**src/rtl/mcbd_pkg.sv**
```systemverilog
/*
 * mcbd_pkg: constants for the modem controller external bus decode block.
 * Assumes a single 50 MHz core clock; all counts are derived from it here.
 */
package mcbd_pkg;

	// ------------------------------------------------------------------
	// clocking
	// ------------------------------------------------------------------
	localparam longint REF_CLK_HZ = 50000000;
	localparam longint HALF_CLK_HZ = 9830400;
	localparam int PHASE_W = 24;
	// phase step of the clock-out synthesiser, rounded to nearest
	localparam logic [23:0] PHASE_STEP =
		24'((HALF_CLK_HZ * (64'd1 << PHASE_W) + REF_CLK_HZ / 2) / REF_CLK_HZ);

	// ------------------------------------------------------------------
	// bus cycle timing
	// ------------------------------------------------------------------
	localparam int STROBE_NS = 60;
	localparam int CLK_PERIOD_NS = 20;
	// least time: round up
	localparam logic [3:0] STROBE_CYC =
		4'((STROBE_NS + CLK_PERIOD_NS - 1) / CLK_PERIOD_NS);
	localparam logic [3:0] STROBE_CNT_ZERO = 4'h0;
	localparam logic [3:0] STROBE_CNT_ONE = 4'h1;

	// ------------------------------------------------------------------
	// address map
	// ------------------------------------------------------------------
	localparam logic [15:0] RESET_VECTOR = 16'h2000;
	localparam logic [15:0] PUMP_LO_BASE = 16'h1000;
	localparam logic [15:0] PUMP_LO_LAST = 16'h10FF;
	localparam logic [15:0] SECOND_BASE = 16'h1100;
	localparam logic [15:0] SECOND_LAST = 16'h11FF;
	localparam logic [15:0] PUMP_HI_BASE = 16'h1200;
	localparam logic [15:0] PUMP_HI_LAST = 16'h12FF;
	localparam logic [15:0] DATA_MEM_BASE = 16'h4000;
	localparam logic [15:0] DATA_MEM_LAST = 16'h7FFF;
	localparam logic [15:0] PROG_MEM_BASE = 16'h8000;
	localparam logic [15:0] PROG_MEM_LAST = 16'hFFFF;
	localparam int EXT_ADDR_W = 15;
	localparam logic [7:0] UNMAPPED_RDATA = 8'hFF;
	localparam logic [15:0] PC_STEP = 16'h0001;

	// ------------------------------------------------------------------
	// types
	// ------------------------------------------------------------------
	typedef enum logic [2:0] {
		MCBD_IDLE  = 3'h0,
		MCBD_LATCH = 3'h1,
		MCBD_HOLD  = 3'h3,
		MCBD_STRB  = 3'h2,
		MCBD_DONE  = 3'h6
	} mcbd_state_t;

	typedef enum logic [2:0] {
		MCBD_SEL_NONE   = 3'h0,
		MCBD_SEL_PUMP   = 3'h1,
		MCBD_SEL_SECOND = 3'h2,
		MCBD_SEL_DATA   = 3'h3,
		MCBD_SEL_PROG   = 3'h4
	} mcbd_sel_t;

endpackage

```
**src/rtl/mcbd_edge.sv**
```systemverilog
/*
 * mcbd_edge: rising edge detector for the pump interrupt line.
 * Assumes the input is already synchronous to ref_clk.
 */
`timescale 1ns/100ps
module mcbd_edge
	import mcbd_pkg::*;
(
	input wire logic ref_clk, // core clock
	input wire logic rst, // async reset, active high
	input wire logic level_in, // level to watch
	output logic rise_pulse // one cycle on a low-to-high change
);

	logic prev_r;
	logic prev_nxt;
	logic rise_r;
	logic rise_nxt;

	always_comb begin
		prev_nxt = level_in;
		// the level itself never fires; only a fresh rise does
		rise_nxt = level_in & ~prev_r;
	end

	// starts high so a line already high at reset is not taken as an edge
	always_ff @(posedge ref_clk or posedge rst) begin
		if (rst) begin
			prev_r <= 1'b1;
			rise_r <= 1'b0;
		end else begin
			prev_r <= prev_nxt;
			rise_r <= rise_nxt;
		end
	end

	assign rise_pulse = rise_r;

endmodule

```
**src/rtl/mcbd_top.sv**
```systemverilog
/*
 * mcbd_top: external bus side of a modem controller core. Decodes core
 * accesses into chip selects, runs latch/read/write cycles on the muxed
 * pump bus, takes the pump interrupt, drives the standby indicator and
 * the synthesised clock output, and holds the reset vector.
 * Assumes all inputs are synchronous to ref_clk and that the core waits
 * on req_ready / rsp_valid.
 */
`timescale 1ns/100ps

module mcbd_top
	import mcbd_pkg::*;
(
	input wire logic ref_clk, // 50 MHz core clock
	input wire logic rst, // async master reset, active high
	// core access port
	input wire logic req_valid, // access request
	input wire logic req_write, // 1 write, 0 read
	input wire logic req_fetch, // access is an instruction fetch
	input wire logic [15:0] req_addr, // access address
	input wire logic [7:0] req_wdata, // write data
	output logic req_ready, // request accepted this cycle
	output logic rsp_valid, // one-cycle end of access
	output logic [7:0] rsp_rdata, // read data
	// core control
	input wire logic pc_advance, // step the program counter
	input wire logic expand_bank, // firmware bank setting
	input wire logic power_down, // firmware power-down state
	output logic [15:0] pc_out, // program counter
	output logic pump_irq_pulse, // one cycle per pump interrupt
	// external pins
	output logic [14:0] ext_addr_bus, // external memory address
	output logic data_mem_select, // external data memory select
	output logic prog_mem_select, // external program memory select
	output logic secondary_select_n, // secondary select, low active
	output logic pump_select_n, // pump select, low active
	output logic addr_latch, // address latch strobe
	output logic read_strobe_n, // read strobe, low active
	output logic write_strobe_n, // write strobe, low active
	input wire logic [7:0] muxed_bus_i, // muxed bus in
	output logic [7:0] muxed_bus_o, // muxed bus out
	output logic muxed_bus_oe, // muxed bus drive enable
	input wire logic pump_irq_in, // pump interrupt line
	output logic standby_flag_n_o, // standby pin drive value
	output logic standby_flag_n_oe, // standby pin drive enable
	output logic half_clock_out // synthesised clock output
);

	// ------------------------------------------------------------------
	// address decode
	// ------------------------------------------------------------------
	function automatic logic in_range(input logic [15:0] a, input logic [15:0] lo,
		input logic [15:0] hi);
		in_range = (a >= lo) && (a <= hi);
	endfunction

	// priority order makes the windows exclusive
	function automatic mcbd_sel_t decode(input logic [15:0] a, input logic fetch,
		input logic bank);
		if (in_range(a, PUMP_LO_BASE, PUMP_LO_LAST) ||
			in_range(a, PUMP_HI_BASE, PUMP_HI_LAST)) begin
			decode = MCBD_SEL_PUMP;
		end else if (in_range(a, SECOND_BASE, SECOND_LAST)) begin
			decode = MCBD_SEL_SECOND;
		end else if (in_range(a, DATA_MEM_BASE, DATA_MEM_LAST)) begin
			decode = MCBD_SEL_DATA;
		end else if (in_range(a, PROG_MEM_BASE, PROG_MEM_LAST)) begin
			// expanded bank fetches go through the secondary select
			decode = (fetch && bank) ? MCBD_SEL_SECOND : MCBD_SEL_PROG;
		end else begin
			decode = MCBD_SEL_NONE;
		end
	endfunction

	// ------------------------------------------------------------------
	// state
	// ------------------------------------------------------------------
	// one access at a time: the core waits on req_ready, so no request
	// queue is kept and a new address can never disturb a running cycle
	mcbd_state_t state_r;
	mcbd_state_t state_nxt;
	mcbd_sel_t sel_r;
	mcbd_sel_t sel_nxt;
	logic [3:0] cnt_r;
	logic [3:0] cnt_nxt;
	logic wr_r;
	logic wr_nxt;
	logic [15:0] addr_r;
	logic [15:0] addr_nxt;
	logic [7:0] wdata_r;
	logic [7:0] wdata_nxt;
	logic [7:0] rdata_r;
	logic [7:0] rdata_nxt;
	logic rsp_r;
	logic rsp_nxt;
	logic ale_r;
	logic ale_nxt;
	logic rd_n_r;
	logic rd_n_nxt;
	logic wr_n_r;
	logic wr_n_nxt;
	logic [7:0] bus_o_r;
	logic [7:0] bus_o_nxt;
	logic bus_oe_r;
	logic bus_oe_nxt;
	logic bank_r;
	logic bank_nxt;

	always_comb begin
		state_nxt = state_r;
		sel_nxt = sel_r;
		cnt_nxt = cnt_r;
		wr_nxt = wr_r;
		addr_nxt = addr_r;
		wdata_nxt = wdata_r;
		rdata_nxt = rdata_r;
		rsp_nxt = 1'b0;
		ale_nxt = 1'b0;
		rd_n_nxt = 1'b1;
		wr_n_nxt = 1'b1;
		bus_o_nxt = bus_o_r;
		bus_oe_nxt = 1'b0;
		// bank only changes between accesses so a cycle never switches
		// memory halfway through
		bank_nxt = (state_r == MCBD_IDLE) ? expand_bank : bank_r;
		case (state_r)
			MCBD_IDLE: begin
				sel_nxt = MCBD_SEL_NONE;
				if (req_valid) begin
					state_nxt = MCBD_LATCH;
					sel_nxt = decode(req_addr, req_fetch, bank_r);
					wr_nxt = req_write;
					addr_nxt = req_addr;
					wdata_nxt = req_wdata;
					// address and selects go out with the latch pulse high
					ale_nxt = 1'b1;
					bus_o_nxt = req_addr[7:0];
					bus_oe_nxt = 1'b1;
				end
			end
			MCBD_LATCH: begin
				// latch falls here while address and selects still stand
				state_nxt = MCBD_HOLD;
				bus_oe_nxt = 1'b1;
			end
			MCBD_HOLD: begin
				// strobe opens a cycle after the latch falls, giving address hold
				state_nxt = MCBD_STRB;
				cnt_nxt = STROBE_CYC;
				if (wr_r) begin
					wr_n_nxt = 1'b0;
					bus_o_nxt = wdata_r;
					bus_oe_nxt = 1'b1;
				end else begin
					rd_n_nxt = 1'b0;
				end
			end
			MCBD_STRB: begin
				cnt_nxt = cnt_r - STROBE_CNT_ONE;
				bus_oe_nxt = wr_r;
				if (cnt_r == STROBE_CNT_ONE) begin
					// strobe rises next edge; read data taken on that edge
					state_nxt = MCBD_DONE;
					if (!wr_r) begin
						// unmapped reads give a fixed pattern, not a floating bus
						rdata_nxt = (sel_r == MCBD_SEL_NONE) ? UNMAPPED_RDATA :
							muxed_bus_i;
					end
				end else begin
					wr_n_nxt = ~wr_r;
					rd_n_nxt = wr_r;
				end
			end
			MCBD_DONE: begin
				// write data held one cycle past the strobe rise
				state_nxt = MCBD_IDLE;
				rsp_nxt = 1'b1;
				cnt_nxt = STROBE_CNT_ZERO;
			end
			default: begin
				state_nxt = MCBD_IDLE;
				sel_nxt = MCBD_SEL_NONE;
			end
		endcase
	end

	always_ff @(posedge ref_clk or posedge rst) begin
		if (rst) begin
			state_r <= MCBD_IDLE;
			sel_r <= MCBD_SEL_NONE;
			cnt_r <= STROBE_CNT_ZERO;
			wr_r <= 1'b0;
			addr_r <= 16'h0000;
			wdata_r <= 8'h00;
			rdata_r <= 8'h00;
			rsp_r <= 1'b0;
			ale_r <= 1'b0;
			rd_n_r <= 1'b1;
			wr_n_r <= 1'b1;
			bus_o_r <= 8'h00;
			bus_oe_r <= 1'b0;
			bank_r <= 1'b0;
		end else begin
			state_r <= state_nxt;
			sel_r <= sel_nxt;
			cnt_r <= cnt_nxt;
			wr_r <= wr_nxt;
			addr_r <= addr_nxt;
			wdata_r <= wdata_nxt;
			rdata_r <= rdata_nxt;
			rsp_r <= rsp_nxt;
			ale_r <= ale_nxt;
			rd_n_r <= rd_n_nxt;
			wr_n_r <= wr_n_nxt;
			bus_o_r <= bus_o_nxt;
			bus_oe_r <= bus_oe_nxt;
			bank_r <= bank_nxt;
		end
	end

	// ------------------------------------------------------------------
	// program counter, clock synthesiser, standby
	// ------------------------------------------------------------------
	// the counter only steps when the core asks; fetch sequencing and
	// branching stay in the core, this block only holds the reset vector
	logic [15:0] pc_r;
	logic [15:0] pc_nxt;
	logic [23:0] phase_r;
	logic [23:0] phase_nxt;
	logic pd_r;
	logic pd_nxt;

	always_comb begin
		pc_nxt = pc_advance ? pc_r + PC_STEP : pc_r;
		// accumulator keeps the long-run rate within the rounding of PHASE_STEP at the cost of
		// one reference period of edge jitter
		phase_nxt = phase_r + PHASE_STEP;
		pd_nxt = power_down;
	end

	always_ff @(posedge ref_clk or posedge rst) begin
		if (rst) begin
			pc_r <= RESET_VECTOR;
			phase_r <= 24'h000000;
			pd_r <= 1'b0;
		end else begin
			pc_r <= pc_nxt;
			phase_r <= phase_nxt;
			pd_r <= pd_nxt;
		end
	end

	// the line is taken as synchronous; a raw pin needs a synchroniser first
	mcbd_edge i_mcbd_edge (
		.ref_clk(ref_clk),
		.rst(rst),
		.level_in(pump_irq_in),
		.rise_pulse(pump_irq_pulse)
	);

	// ------------------------------------------------------------------
	// outputs
	// ------------------------------------------------------------------
	// combinational so a request is taken in the very cycle idle is reached
	assign req_ready = (state_r == MCBD_IDLE);
	assign rsp_valid = rsp_r;
	assign rsp_rdata = rdata_r;
	assign pc_out = pc_r;
	assign ext_addr_bus = addr_r[EXT_ADDR_W-1:0];
	// every select comes from one registered code, so the selects can
	// neither glitch nor overlap
	assign pump_select_n = ~(sel_r == MCBD_SEL_PUMP);
	assign secondary_select_n = ~(sel_r == MCBD_SEL_SECOND);
	assign data_mem_select = (sel_r == MCBD_SEL_DATA);
	assign prog_mem_select = (sel_r == MCBD_SEL_PROG);
	assign addr_latch = ale_r;
	assign read_strobe_n = rd_n_r;
	assign write_strobe_n = wr_n_r;
	assign muxed_bus_o = bus_o_r;
	assign muxed_bus_oe = bus_oe_r;
	// open drain: only ever pulls low
	assign standby_flag_n_o = 1'b0;
	assign standby_flag_n_oe = pd_r;
	assign half_clock_out = phase_r[PHASE_W-1];

endmodule

```
**config.mk**
```make
export PLATFORM = sky130hd
export DESIGN_NAME = mcbd_top
export DESIGN_NICKNAME = d
export VERILOG_FILES = /design/src/rtl/mcbd_pkg.sv /design/src/rtl/mcbd_edge.sv /design/src/rtl/mcbd_top.sv
export SDC_FILE = /design/constraint.sdc
export NUM_CORES = 1
export LEC_CHECK = 0
export ABC_AREA = 1
export BUFFER_PORTS_ARGS = -buffer_cell sky130_fd_sc_hd__buf_2
export CORE_UTILIZATION = 49
export DETAILED_ROUTE_END_ITERATION = 16
export MAX_ROUTING_LAYER = met4
export PLACE_DENSITY = 0.76
export SETUP_SLACK_MARGIN = 0.2
export SLEW_MARGIN = 20
export SYNTH_ARGS = -nofsm -noshare
export SYNTH_HDL_FRONTEND = slang
export SYNTH_SLANG_ARGS = --single-unit
export TNS_END_PERCENT = 10
```
**constraint.sdc**
```tcl
create_clock -name ref_clk -period 3.1 [get_ports ref_clk]
set_clock_uncertainty 0.15 [all_clocks]
set_input_delay 0.31 -clock ref_clk [delete_from_list [all_inputs] [get_ports ref_clk]]
set_output_delay 0.31 -clock ref_clk [all_outputs]
set_load 0.02 [all_outputs]
```
# Word level (Yosys, flattened, before mapping)
# Index checks and enable logic that the tools add are counted.
[totals]
reg_bits = 99
input_bits = 41
out_inout_bits = 61
word_cells = 90
[classes]
addsub = 3
n_lt_le_gt_ge = 10
n_eq_ne = 12
mux = 25
n_bitwise = 5
n_reduce_logical = 16
[op_table]
columns = ["cell", "count"]
rows = [
  ["$ge 16x13->1 const B", 3],
  ["$le 16x13->1 const B", 3],
  ["$add 24x22->24 const B", 1],
  ["$mux 3", 8],
  ["$mux 8", 3],
  ["$add 16x1->16 const B", 1],
  ["$ge 16x15->1 const B", 1],
  ["$ge 16x16->1 const B", 1],
  ["$le 16x15->1 const B", 1],
  ["$le 16x16->1 const B", 1],
  ["$pmux 8 s2", 1],
  ["$eq 3x2->1 const B", 4],
  ["$pmux 3 s4", 1],
  ["$pmux 4 s3", 1],
  ["$mux 1", 7],
  ["$eq 3x1->1 const B", 2],
  ["$eq 3x3->1 const B", 2],
  ["$logic_and 1x1->1", 6],
  ["$logic_not 3->1", 2],
  ["$ne 2x2->1 const B", 3],
  ["$pmux 3 s2", 1],
  ["$reduce_and 3->1", 2],
  ["$eq 4x1->1 const B", 1],
  ["$not 1->1", 4],
  ["9 further kinds", 11],
]

# Logic depth before layout (Yosys ltp)
# Gate-level depths: netlist of the first run.
[logic_depth]
word_depth = 8
mapped_depth = 11
mapped_depth_nobuf = 11

# Modules after synthesis
# Synthesis of the first run repeated with hierarchy kept, for this count alone.
[unflattened]
cells_unflattened = 598
area_unflattened_um2 = 4788.3
[by_module_without_submodules]
columns = ["module", "instances", "cells_each", "area_per_inst_um2", "seq_area_each_um2"]
rows = [
  ["mcbd_top", 1, 593, 4723.3, 2431.1],
  ["mcbd_edge", 1, 5, 65.1, 51.3],
]

# Worst setup path before layout of the first run
# OpenSTA, ideal clock, no wires.
[synth_timing]
path_type = "register -> register"
from = "register pc_r[0] (netlist: pc_out[0])"
to = "register pc_r[12] (netlist: pc_out[12])"
setup_time_ps = 122
arrival_time_ps = 1348
t_required_ps = 2828
path_slack_ps = 1480
stages_incl_launch_ff = 6
path_buffers = 0
synth_period_minus_slack_ps = 1620
path_cell_list = "dfrtp_1 -> ha_1 -> nand4_1 -> nor3_1 -> nand2_1 -> xor2_1"
[synth_via]
elab_chain_cells = 1
[synth_lines]
columns = ["item", "line", "text"]
rows = [
  ["start, declared", "mcbd_top.sv:226", "logic [15:0] pc_r;"],
  ["start signal, assigned", "mcbd_top.sv:247", "pc_r <= pc_nxt;"],
  ["$add 16x1->16", "mcbd_top.sv:234", "pc_nxt = pc_advance ? pc_r + PC_STEP : pc_r;"],
]
# Every way passes these cells.
# A chain may end at the register's enable or synchronous reset.

# Worst setup path after layout of the first run
[layout_timing]
from = "register state_r[1]"
to = "register wdata_r[0]"
[layout_via]
elab_chain_cells = 2
[layout_lines]
columns = ["item", "line", "text"]
rows = [
  ["start, declared", "mcbd_top.sv:80", "mcbd_state_t state_r;"],
  ["start signal, assigned", "mcbd_top.sv:204", "state_r <= state_nxt;"],
  ["$logic_not 3->1", "mcbd_top.sv:126", "case (state_r)"],
  ["$reduce_and 2->1 (no line)", "n/a", ""],
  ["end signal, assigned", "mcbd_top.sv:209", "wdata_r <= wdata_nxt;"],
  ["end, declared", "mcbd_top.sv:90", "logic [7:0] wdata_r;"],
]
# Every way passes these cells.

==> results by group, run 1 <==
Worst setup path
  – Reg2reg end: wdata_r[0]$_DFFE_PP0P_
  – Crit path max fanout: 31
  – Cells on worst reg2reg path: 7
  – Crit path DAT: 2.08 ns
  – Crit path kind: reg -> reg
  – R2R Path Start: state_r[1]$_DFFE_PP0P_
  – Crit start category: flop
  – WP data required: 3.25 ns
  – Worst setup EP type: flop
  – Flop-to-flop setup slack: 1.17 ns

Cells and area
  – Layout Nets: 757
  – Inserted Diodes: 0
  – Ratio of cells with drive above 1 in the final layout: 0.1967
  – Fillers: 867
  – Synthesis-to-finish area growth: 19.51%

Power
  – Pwr dens: 776.1 mW/mm^2
  – Clk network pwr share: 0.176
  – Internal: 0.002566 W
  – Sequential power share: 0.440
  – VDD IR-drop max: 0.5899 mV
  – Total power: 0.004443 W
  – Switching part of the total power: 0.4224
  – Logic pwr share: 0.384
  – LEAKAGE: 2.889 nW
  – NetSw: 0.001877 W

Logic synthesis
  – Post-synth EDFFs: 0
  – Sequential share of the synthesized area: 0.5183
  – Most used DFF post-synth: dfrtp_1
  – Synth area leader: dfrtp_1
  – Ys Warns: 0
  – Post-synth design cell area: 0.004790 sq mm
  – Synthesized Nets: 642
  – Async SR Flop Fraction: 1.000
  – Library cells used by synthesis: 36
  – Top area cells in the synthesized netlist: dfrtp_1, nand2_1, nor2_1
  – Cells after Synth: 597
  – Mean post-synth cell area: 8.023 sq um
  – Synthesized flop and latch total: 99
  – Post-synth top area share: 0.4963

Die
  – Die X-Extent: 100.9 microns
  – Initial Util: 0.5111
  – Num rows: 35
  – Top Ports: 102
  – Core area: 0.009371 sq mm
  – Die ar.: 0.01017 sq mm
  – Die height: 100.9 microns

Placement
  – Detailed placement HPWL: 7460 microns
  – Placer Congestion: 0.8623
  – PortBufs: 100
  – Pre-CTS setup slack: 1.161 ns

Route
  – Routed WL per cell: 11.96 microns
  – Post-Route WL: 10,120 microns
  – Initial DRC Count: 175
  – Remaining antenna violation count: 0
  – Vias per Instance: 4.842
  – Via Count: 4,096
  – Residual DRC: 0
  – Drt first pass iters: 4

GRT
  – First-pass GRT wire length: 18,080 microns
  – Total grt overflow: 0
  – Initial antenna violation count: 0
  – Largest net degree at the start of global routing: 100
  – Total GRT Usage: 0.2308
  – Vias in the first global route: 4,132

Clocking
  – H-Tree Depth: 3
  – Cts repair resizes: 0
  – CTS tree: done
  – Num CTS Buffers: 9
  – Clock Root Buffer: clkbuf_8
  – Max clock buf depth: 2
  – Reg clk slew, reported paths: 0.10 ns
  – Sink Count: 99
  – Clk Latency, worst-skew pair: 0.37 ns

STA
  – Final Hold Viols: 0
  – Slew margin rel.: 0.4359
  – F_max: 0.5170 GHz
  – Tcrit/Tclk final: 0.6240
  – Worst setup margin: 1.166 ns
  – Period minus WS final: 1.934 ns
  – Final setup fails: 0
  – RSZ-0062 raised after global routing: false
  – Setup TNS: 0 ns
  – Fin. max-slew vios: 0
  – Least-Margin Pin Slew: 0.8397 ns

Hold path
  – Worst Hold End: wr_r$_DFFE_PP0P_
  – Worst Hold Depth: 3
  – Hold path start: req_write
  – Hold WC Path Type: in -> reg

Status
  – Status: finished, final reports clean

Job
  – Number of max-cap violations: 0
==> how the worst max path moves through the flow <==
stage,to,depth (start not counted),from
after detailed placement,wdata_r[1]$_DFFE_PP0P_,6,state_r[1]$_DFFE_PP0P_
after CTS,wdata_r[1]$_DFFE_PP0P_,6,state_r[1]$_DFFE_PP0P_
after floorplan,addr_latch$_DFF_PP0_,1,rst
after global placement,wdata_r[4]$_DFFE_PP0P_,6,state_r[2]$_DFFE_PP0P_
after global routing,wdata_r[3]$_DFFE_PP0P_,7,state_r[1]$_DFFE_PP0P_
final,wdata_r[0]$_DFFE_PP0P_,7,state_r[1]$_DFFE_PP0P_
==> Yosys cell counts, drive strengths merged, types with 2 or more instances <==
cell type  instances
nand2            182
dfrtp             95
nor2              82
inv               76
nand3             32
a21oi             29
o21ai             26
xor2              18
nand4             11
nor3              11
buf               10
dfstp              4
ha                 4
o22ai              4
xnor2              4
o21a               2
==> routing by layer <==
layer | vias up | track usage | part of all wire
met4 | 0 | 0.06800 | 0.013
met1 | 1898 | 0.2839 | 0.46
li1 | 2103 | - | -
met2 | 81 | 0.3820 | 0.49
met5 | - | - | 0
met3 | 14 | 0.05270 | 0.046
==> worst max-delay path, cell delays in order, from the launching register on <==
cell and delay (ns):
dfrtp_1 0.44, nor2_1 0.10, inv_1 0.08, nor2_2 0.13, nand2_2 0.29, inv_2 0.46
nand2_1 0.10, o21ai_1 0.10
==> stage by stage <==
step                      hold slack (ns)  instance area (sq um)    util  std cells
after floorplan                    0.1645                   4793       -        597
after global placement             0.2683                   5409  0.5772        817
after detailed placement           0.2710                   5409  0.5772        817
after CTS                      0.00003431                   5714  0.6097        845
after global routing              0.01057                   5724  0.6108        846
final                            0.001434                   5724  0.6108        846
==> sequential cells by signal, summed over array words and instances (netlist names) <==
name / flops
phase_r: 24
pc_out: 16
addr_r: 15
muxed_bus_o: 8
rsp_rdata: 8
wdata_r: 8
cnt_r: 4
sel_r: 3
state_r: 3
addr_latch: 1
bank_r: 1
i_mcbd_edge.prev_r: 1
i_mcbd_edge.rise_pulse: 1
muxed_bus_oe: 1
read_strobe_n: 1
rsp_valid: 1
standby_flag_n_oe: 1
wr_r: 1
write_strobe_n: 1
==> power by group through the flow <==
stage / combinational [W] / sequential (W) / clock (W)
2_1_floorplan: 0.000875 / 0.00227 / 0
3_3_place_gp: 0.00165 / 0.00196 / 0
3_5_place_dp: 0.00171 / 0.00197 / 0
4_1_cts: 0.00172 / 0.00196 / 0.000804
5_1_grt: 0.00189 / 0.00201 / 0.000863
6_report: 0.00171 / 0.00195 / 0.000784
==> cell type report <==
cell class	instances	area, sq um	area share
clock buffer	9	123.9	0.02164
tap	129	161.4	0.02820
inverter	76	289.0	0.05049
timing repair buffer	114	650.6	0.1137
sequential	99	2482	0.4337
clock inverter	7	61.31	0.01071
multi-input combinational	412	1956	0.3416
==> kinds of logic after synthesis <==
group / after synthesis / share of synthesized area
buffers and inverters: 86 / 0.07340
adders and majority gates: 4 / 0.01045
DFF: 99 / 0.5183
other: 1 / 0.0007829
xor gates and xnor gates: 22 / 0.04023
muxes: 1 / 0.002351
AOI/OAI and AO/OA: 65 / 0.07759
and+or+nand+nor: 319 / 0.2769
==> what timing repair did <==
| item | in CTS | in global routing |
|---|---|---|
| endpoints found under the hold margin | 107 | 1 |
| buffers inserted | 0 | 0 |
| hold buffers | 12 | 1 |
==> cell usage in the layout (no fill, tap or decap), drive strengths merged, types with 11 or more instances in the layout <==
master       count
a21oi           29
buf            101
nand2          182
nand3           32
dlygate4sd3     13
inv             77
nor3            11
xor2            18
o21ai           26
dfrtp           95
nand4           11
nor2            82
Note: power is estimated with default switching activity, not from simulation.
==> inputs of run 2 (changes only) <==
- CORE_UTILIZATION: 49 -> 55
- PLACE_DENSITY: 0.76 -> 0.8
- clock period: 3.1 -> 1.9 ns (I/O delays scaled with it)
==> run 2 against run 1 <==
  * Via count up 8.9%
  * Flip-flop and latch count unchanged
  * Register-to-register slack got worse by 0.98 ns
  * Die area decreased by 11%
  * Cell area rose by 7.9%
  * Non-clock buffer count up 39
  * Sequential power rose by 66%
  * Sequential share of layout area down 3.2 points
  * Highest routed layer unchanged
==> results by group, run 2 (synthesis gave the netlist of run 1 again) <==
Status
  – Status: finished, final reports clean (unchanged)

Cells and area
  – Synthesis-to-finish area growth: 28.92% (was 19.51%)
  – Register name with the most flops: phase_r (unchanged)
  – Post-layout instance area: 0.006175 sq mm (was 0.005724 sq mm)
  – Layout Nets: 796 (was 757)
  – Inserted Diodes: 0 (unchanged)
  – Commonest cells after routing, fill and taps aside: nand2_1, buf_2, dfrtp_1 (unchanged)
  – Max reg flops: 24 (unchanged)
  – Ratio of cells with drive above 1 in the final layout: 0.2169 (was 0.1967)
  – Commonest non-fill, non-tap cell in the layout: nand2_1 (unchanged)
  – Final core utilization: 0.7403 (was 0.6108)

Worst setup path
  – Crit path launch: pc_out[0]$_DFFE_PP0P_ (was state_r[1]$_DFFE_PP0P_)
  – R2R Path Start: pc_out[0]$_DFFE_PP0P_ (was state_r[1]$_DFFE_PP0P_)
  – Cells on worst reg2reg path: 6 (was 7)
  – CP max-delay cell: dfrtp_1 (was inv_2)
  – Reg2reg end: pc_out[12]$_DFFE_PP0P_ (was wdata_r[0]$_DFFE_PP0P_)
  – Worst path cell trace: ha_1, nand4_1, buf_4, nor3_2, nand2_1, xor2_1 (was nor2_1, inv_1, nor2_2, nand2_2, inv_2, nand2_1, o21ai_1)
  – Worst setup EP type: flop (unchanged)
  – Crit path max fanout: 4 (was 31)
  – Crit path kind: reg -> reg (unchanged)
  – WP data required: 2.01 ns (was 3.25 ns)
  – Delay of the slowest cell on the worst path: 0.42 ns (was 0.46 ns)
  – Crit path DAT: 1.83 ns (was 2.08 ns)
  – Flop-to-flop setup slack: 0.18 ns (was 1.17 ns)
  – CP Capture Point: pc_out[12]$_DFFE_PP0P_ (was wdata_r[0]$_DFFE_PP0P_)
  – Crit path depth: 6 (was 7)
  – WP buf/inv: 1 (was 2)
  – Crit path max-delay family: simple AND/OR/NAND/NOR gates (unchanged)
  – Crit start category: flop (unchanged)

STA
  – Fin. max-slew vios: 0 (unchanged)
  – RSZ-0062 raised after global routing: true (was false)
  – Setup TNS: 0 ns (unchanged)
  – Worst setup margin: 0.1825 ns (was 1.166 ns)
  – F_max: 0.5823 GHz (was 0.5170 GHz)
  – Final setup fails: 0 (unchanged)
  – Tcrit/Tclk final: 0.9039 (was 0.6240)
  – Period minus WS final: 1.717 ns (was 1.934 ns)
  – Final Hold Viols: 0 (unchanged)

Clocking
  – Clock Root Buffer: clkbuf_8 (unchanged)
  – H-Tree Depth: 3 (unchanged)
  – Reg clk slew, reported paths: 0.10 ns (about the same)
  – Max clock buf depth: 2 (unchanged)
  – Sink Count: 99 (unchanged)
  – CTS tree: done (unchanged)
  – Clk Latency, worst-skew pair: 0.36 ns (was 0.37 ns)
  – Num CTS Buffers: 9 (unchanged)

Placement
  – PortBufs: 100 (unchanged)
  – Detailed placement HPWL: 7533 microns (was 7460 microns)
  – Pre-CTS setup slack: 0.1255 ns (was 1.161 ns)
  – DP Area: 0.005436 sq mm (was 0.005409 sq mm)
  – Placer Congestion: 0.8636 (was 0.8623)

GRT
  – Largest net degree at the start of global routing: 38 (was 100)
  – Initial antenna violation count: 0 (unchanged)
  – Total grt overflow: 0 (unchanged)
  – First-pass GRT wire length: 19,090 microns (was 18,080 microns)
  – GR Util met1: 0.3379 (was 0.2839)
  – Vias in the first global route: 4,252 (was 4,132)
  – Global routing's busiest layer: met2 (unchanged)
  – M2 GR Usage: 0.4673 (was 0.3820)
  – Total GRT Usage: 0.2764 (was 0.2308)
  – GR met3 Demand/Resource: 0.05582 (was 0.05270)

Die
  – Initial Util: 0.5743 (was 0.5111)
  – Core area: 0.008341 sq mm (was 0.009371 sq mm)
  – Die X-Extent: 95.32 microns (was 100.9 microns)
  – Die height: 95.32 microns (was 100.9 microns)
  – Die ar.: 0.009086 sq mm (was 0.01017 sq mm)
  – Top Ports: 102 (unchanged)
  – Num rows: 33 (was 35)

Power
  – LEAKAGE: 3.106 nW (was 2.889 nW)
  – VDD IR-drop max: 1.195 mV (was 0.5899 mV)
  – Pwr dens: 1287 mW/mm^2 (was 776.1 mW/mm^2)

Job
  – Number of max-cap violations: 0 (unchanged)

Route
  – Routed WL per cell: 13.54 microns (was 11.96 microns)
  – Via Count: 4,462 (was 4,096)
  – Drt first pass iters: 5 (was 4)
  – Remaining antenna violation count: 0 (unchanged)
  – Residual DRC: 0 (unchanged)
  – Vias per Instance: 5.182 (was 4.842)
  – Post-Route WL: 11,660 microns (was 10,120 microns)
  – Initial DRC Count: 168 (was 175)

Hold path
  – Hold WC Path Type: in -> reg (unchanged)
==> run 2: cell types whose count changed in the layout (fill, tap and decap cells not counted), sizes merged <==
cell | previous run | this run
dlygate4sd3 | 13 | 37
buf | 101 | 115
clkbuf | 9 | 11
bufinv | 0 | 3
clkinvlp | 5 | 2
inv | 77 | 76
==> run 2: timing repair <==
action	4_1_cts	5_1_grt
buffers inserted	0	8
hold buffers	37	0
endpoints found under the hold margin	64	0
pin swaps	0	3
setup endpoints to repair	24	52
gates cloned	0	1
gates resized for setup	1	17
==> run 2: area by class of cell <==
cell class,count,area (sq um)
clock buffers,10,127.6
clock inverters,6,111.4
fillers,600,2166
inverters,76,294.0
multi-input cells,412,2006
flip-flops and latches,99,2482
well taps,105,131.4
repair buffers,153,1022
==> run 2: through the flow <==
| step | hold slack [ns] | power [W] | instances |
|---|---|---|---|
| after CTS | 0.01045 | 0.007784 | 852 |
| after global routing | 0.03614 | 0.008418 | 861 |
| after floorplan | 0.04448 | 0.005137 | 597 |
| final | 0.01545 | 0.007945 | 861 |
| after global placement | 0.08281 | 0.005972 | 799 |
| after detailed placement | 0.08452 | 0.006088 | 799 |
==> run 2: metal layers <==
metal	vias to the layer above	part of all wire
li1	2173	-
met1	2122	0.42
met2	146	0.51
met3	21	0.058
met4	0	0.014
met5	-	0
==> run 2: worst register-to-register path: stages (launching register included) <==
cell and delay, ns:
dfrtp_1 0.42, ha_1 0.24, nand4_1 0.23, buf_4 0.21
nor3_2 0.13, nand2_1 0.10, xor2_1 0.15
==> run 2: worst min-delay path by stage <==
stage,startpoint,end,cells after the start
2_1_floorplan,pump_irq_in,i_mcbd_edge.prev_r$_DFF_PP1_,0
3_3_place_gp,rst,rsp_valid$_DFF_PP0_,2
4_1_cts,req_addr[8],addr_r[8]$_DFFE_PP0P_,3
5_1_grt,req_addr[15],sel_r[0]$_DFFE_PP0N_,4
3_5_place_dp,rst,rsp_valid$_DFF_PP0_,2
6_report,req_fetch,sel_r[2]$_DFFE_PP0N_,4
==> run 2: power breakdown <==
group	internal, W	total (W)	switching, W	leakage [nW]
logic	0.00108	0.00308	0.00200	1.80
registers	0.00276	0.00323	0.000474	1.19
clock network	0.000878	0.00163	0.000754	0.117
total	0.00472	0.00794	0.00322	3.11
==> inputs of run 3 (changes only) <==
- BUFFER_PORTS_ARGS: -buffer_cell sky130_fd_sc_hd__buf_2 -> -buffer_cell sky130_fd_sc_hd__buf_4
==> run 3 against run 2 <==
  * Die area unchanged
  * Cell area up 3.8%
  * Final cell count up 0.23%
  * Flip-flop and latch count unchanged
  * Critical endpoint is now pc_out[10]$_DFFE_PP0P_
  * Largest cell class unchanged
==> results by group, run 3 (synthesis gave the netlist of run 1 again) <==
Status
  – Status: finished, final reports clean (unchanged)

Clocking
  – Clock Root Buffer: clkbuf_8 (unchanged)
  – Num CTS Buffers: 9 (unchanged)
  – Clk Latency, worst-skew pair: 0.36 ns (about the same)
  – Max clock buf depth: 2 (unchanged)
  – Sink Count: 99 (unchanged)
  – H-Tree Depth: 3 (unchanged)
  – Reg clk slew, reported paths: 0.10 ns (about the same)
  – CTS tree: done (unchanged)

Cells and area
  – Ratio of cells with drive above 1 in the final layout: 0.2124 (was 0.2169)
  – Max reg flops: 24 (unchanged)
  – Inserted Diodes: 0 (unchanged)
  – Commonest non-fill, non-tap cell in the layout: nand2_1 (unchanged)
  – Layout Nets: 798 (was 796)
  – Commonest cells after routing, fill and taps aside: nand2_1, buf_4, dfrtp_1 (was nand2_1, buf_2, dfrtp_1)
  – Synthesis-to-finish area growth: 33.78% (was 28.92%)
  – Register name with the most flops: phase_r (unchanged)

Route
  – Remaining antenna violation count: 0 (unchanged)
  – Initial DRC Count: 237 (was 168)
  – Drt first pass iters: 4 (was 5)
  – Routed WL per cell: 14.48 microns (was 13.54 microns)
  – Via Count: 4,533 (was 4,462)
  – Post-Route WL: 12,490 microns (was 11,660 microns)
  – Residual DRC: 0 (unchanged)
  – Vias per Instance: 5.253 (was 5.182)

STA
  – Final setup fails: 0 (unchanged)
  – Setup TNS: 0 ns (unchanged)
  – Tcrit/Tclk final: 0.8778 (was 0.9039)
  – F_max: 0.5996 GHz (was 0.5823 GHz)
  – Period minus WS final: 1.668 ns (was 1.717 ns)
  – Final Hold Viols: 0 (unchanged)
  – RSZ-0062 raised after global routing: true (unchanged)
  – Fin. max-slew vios: 0 (unchanged)

Die
  – Die ar.: 0.009086 sq mm (unchanged)
  – Die height: 95.32 microns (unchanged)
  – Core area: 0.008341 sq mm (unchanged)
  – Initial Util: 0.5743 (unchanged)
  – Die X-Extent: 95.32 microns (unchanged)
  – Num rows: 33 (unchanged)
  – Top Ports: 102 (unchanged)

GRT
  – Largest net degree at the start of global routing: 54 (was 38)
  – First-pass GRT wire length: 20,110 microns (was 19,090 microns)
  – Vias in the first global route: 4,430 (was 4,252)
  – Total GRT Usage: 0.2934 (was 0.2764)
  – Total grt overflow: 0 (unchanged)
  – Initial antenna violation count: 0 (unchanged)

Worst setup path
  – Worst setup EP type: flop (unchanged)
  – Crit path max fanout: 4 (unchanged)
  – Crit path kind: reg -> reg (unchanged)
  – WP data required: 2.00 ns (was 2.01 ns)
  – Crit path DAT: 1.77 ns (was 1.83 ns)
  – Cells on worst reg2reg path: 5 (was 6)
  – R2R Path Start: pc_out[0]$_DFFE_PP0P_ (unchanged)
  – Crit start category: flop (unchanged)
  – Flop-to-flop setup slack: 0.23 ns (was 0.18 ns)
  – Reg2reg end: pc_out[10]$_DFFE_PP0P_ (was pc_out[12]$_DFFE_PP0P_)

Power
  – Total power: 0.008070 W (was 0.007945 W)
  – LEAKAGE: 3.177 nW (was 3.106 nW)
  – Pwr dens: 1259 mW/mm^2 (was 1287 mW/mm^2)
  – VDD IR-drop max: 0.9544 mV (was 1.195 mV)

Placement
  – Detailed placement HPWL: 7904 microns (was 7533 microns)
  – PortBufs: 100 (unchanged)
  – Placer Congestion: 0.8943 (was 0.8636)

Job
  – Number of max-cap violations: 0 (unchanged)

Hold path
  – Worst Hold Depth: 4 (unchanged)
  – Hold WC Path Type: in -> reg (unchanged)
  – Hold path start: req_addr[15] (was req_fetch)
  – Worst Hold End: sel_r[0]$_DFFE_PP0N_ (was sel_r[2]$_DFFE_PP0N_)
run 3: repair_timing:
item,in CTS,in global routing
hold buffers,40,0
setup endpoints to repair,0,52
buffers inserted,0,4
gates resized for setup,0,13
endpoints found under the hold margin,138,0
run 3: stage by stage:
step / instances / cell area (sq um) / setup slack (ns) / util / hold slack (ns)
final: 863 / 6407 / 0.2323 / 0.7682 / 0.05927
after global routing: 863 / 6407 / 0.1127 / 0.7682 / 0.03857
after CTS: 857 / 6305 / 0.2201 / 0.7559 / 0.006828
after detailed placement: 801 / 5702 / 0.2408 / 0.6836 / 0.03898
after global placement: 801 / 5702 / 0.3080 / 0.6836 / 0.03955
after floorplan: 597 / 4793 / 0.2801 / - / 0.04448
run 3: how the worst max path moves through the flow:
stage,start,endpoint,slack (ns),cells after the start
2_1_floorplan,pc_out[0]$_DFFE_PP0P_,pc_out[12]$_DFFE_PP0P_,0.28,5
3_3_place_gp,state_r[2]$_DFFE_PP0P_,muxed_bus_o[7]$_DFFE_PP0P_,0.31,7
3_5_place_dp,pc_out[0]$_DFFE_PP0P_,pc_out[10]$_DFFE_PP0P_,0.24,5
4_1_cts,state_r[2]$_DFFE_PP0P_,req_ready,0.22,4
5_1_grt,pc_out[0]$_DFFE_PP0P_,pc_out[10]$_DFFE_PP0P_,0.11,5
6_report,pc_out[0]$_DFFE_PP0P_,pc_out[10]$_DFFE_PP0P_,0.23,5
run 3: where the power goes:
part / total, W / switching (W) / internal [W]
Clock: 0.00134 / 0.000819 / 0.000519
Sequential: 0.00325 / 0.000491 / 0.00276
Combinational: 0.00348 / 0.00209 / 0.00139
run 3: critical path, stage by stage, from the launching register on:
cell and delay, ns:
dfrtp_1 0.41, ha_2 0.22, nand4_1 0.22, nor3_2 0.31, nand3_1 0.12, xnor2_1 0.14
run 3: layout make-up:
class	count	area, sq um
well taps	105	131.4
clock inverters	7	78.83
inverters	76	289.0
fillers	563	1933
multi-input cells	413	2007
flip-flops and latches	99	2482
clock buffers	9	123.9
repair buffers	154	1295
run 3: layer usage:
layer | global-route usage | vias up | share of wire
met5 | - | - | 0
met4 | 0.09217 | 0 | 0.023
met2 | 0.4857 | 174 | 0.52
met3 | 0.05821 | 36 | 0.062
met1 | 0.3619 | 2141 | 0.40
li1 | - | 2182 | -
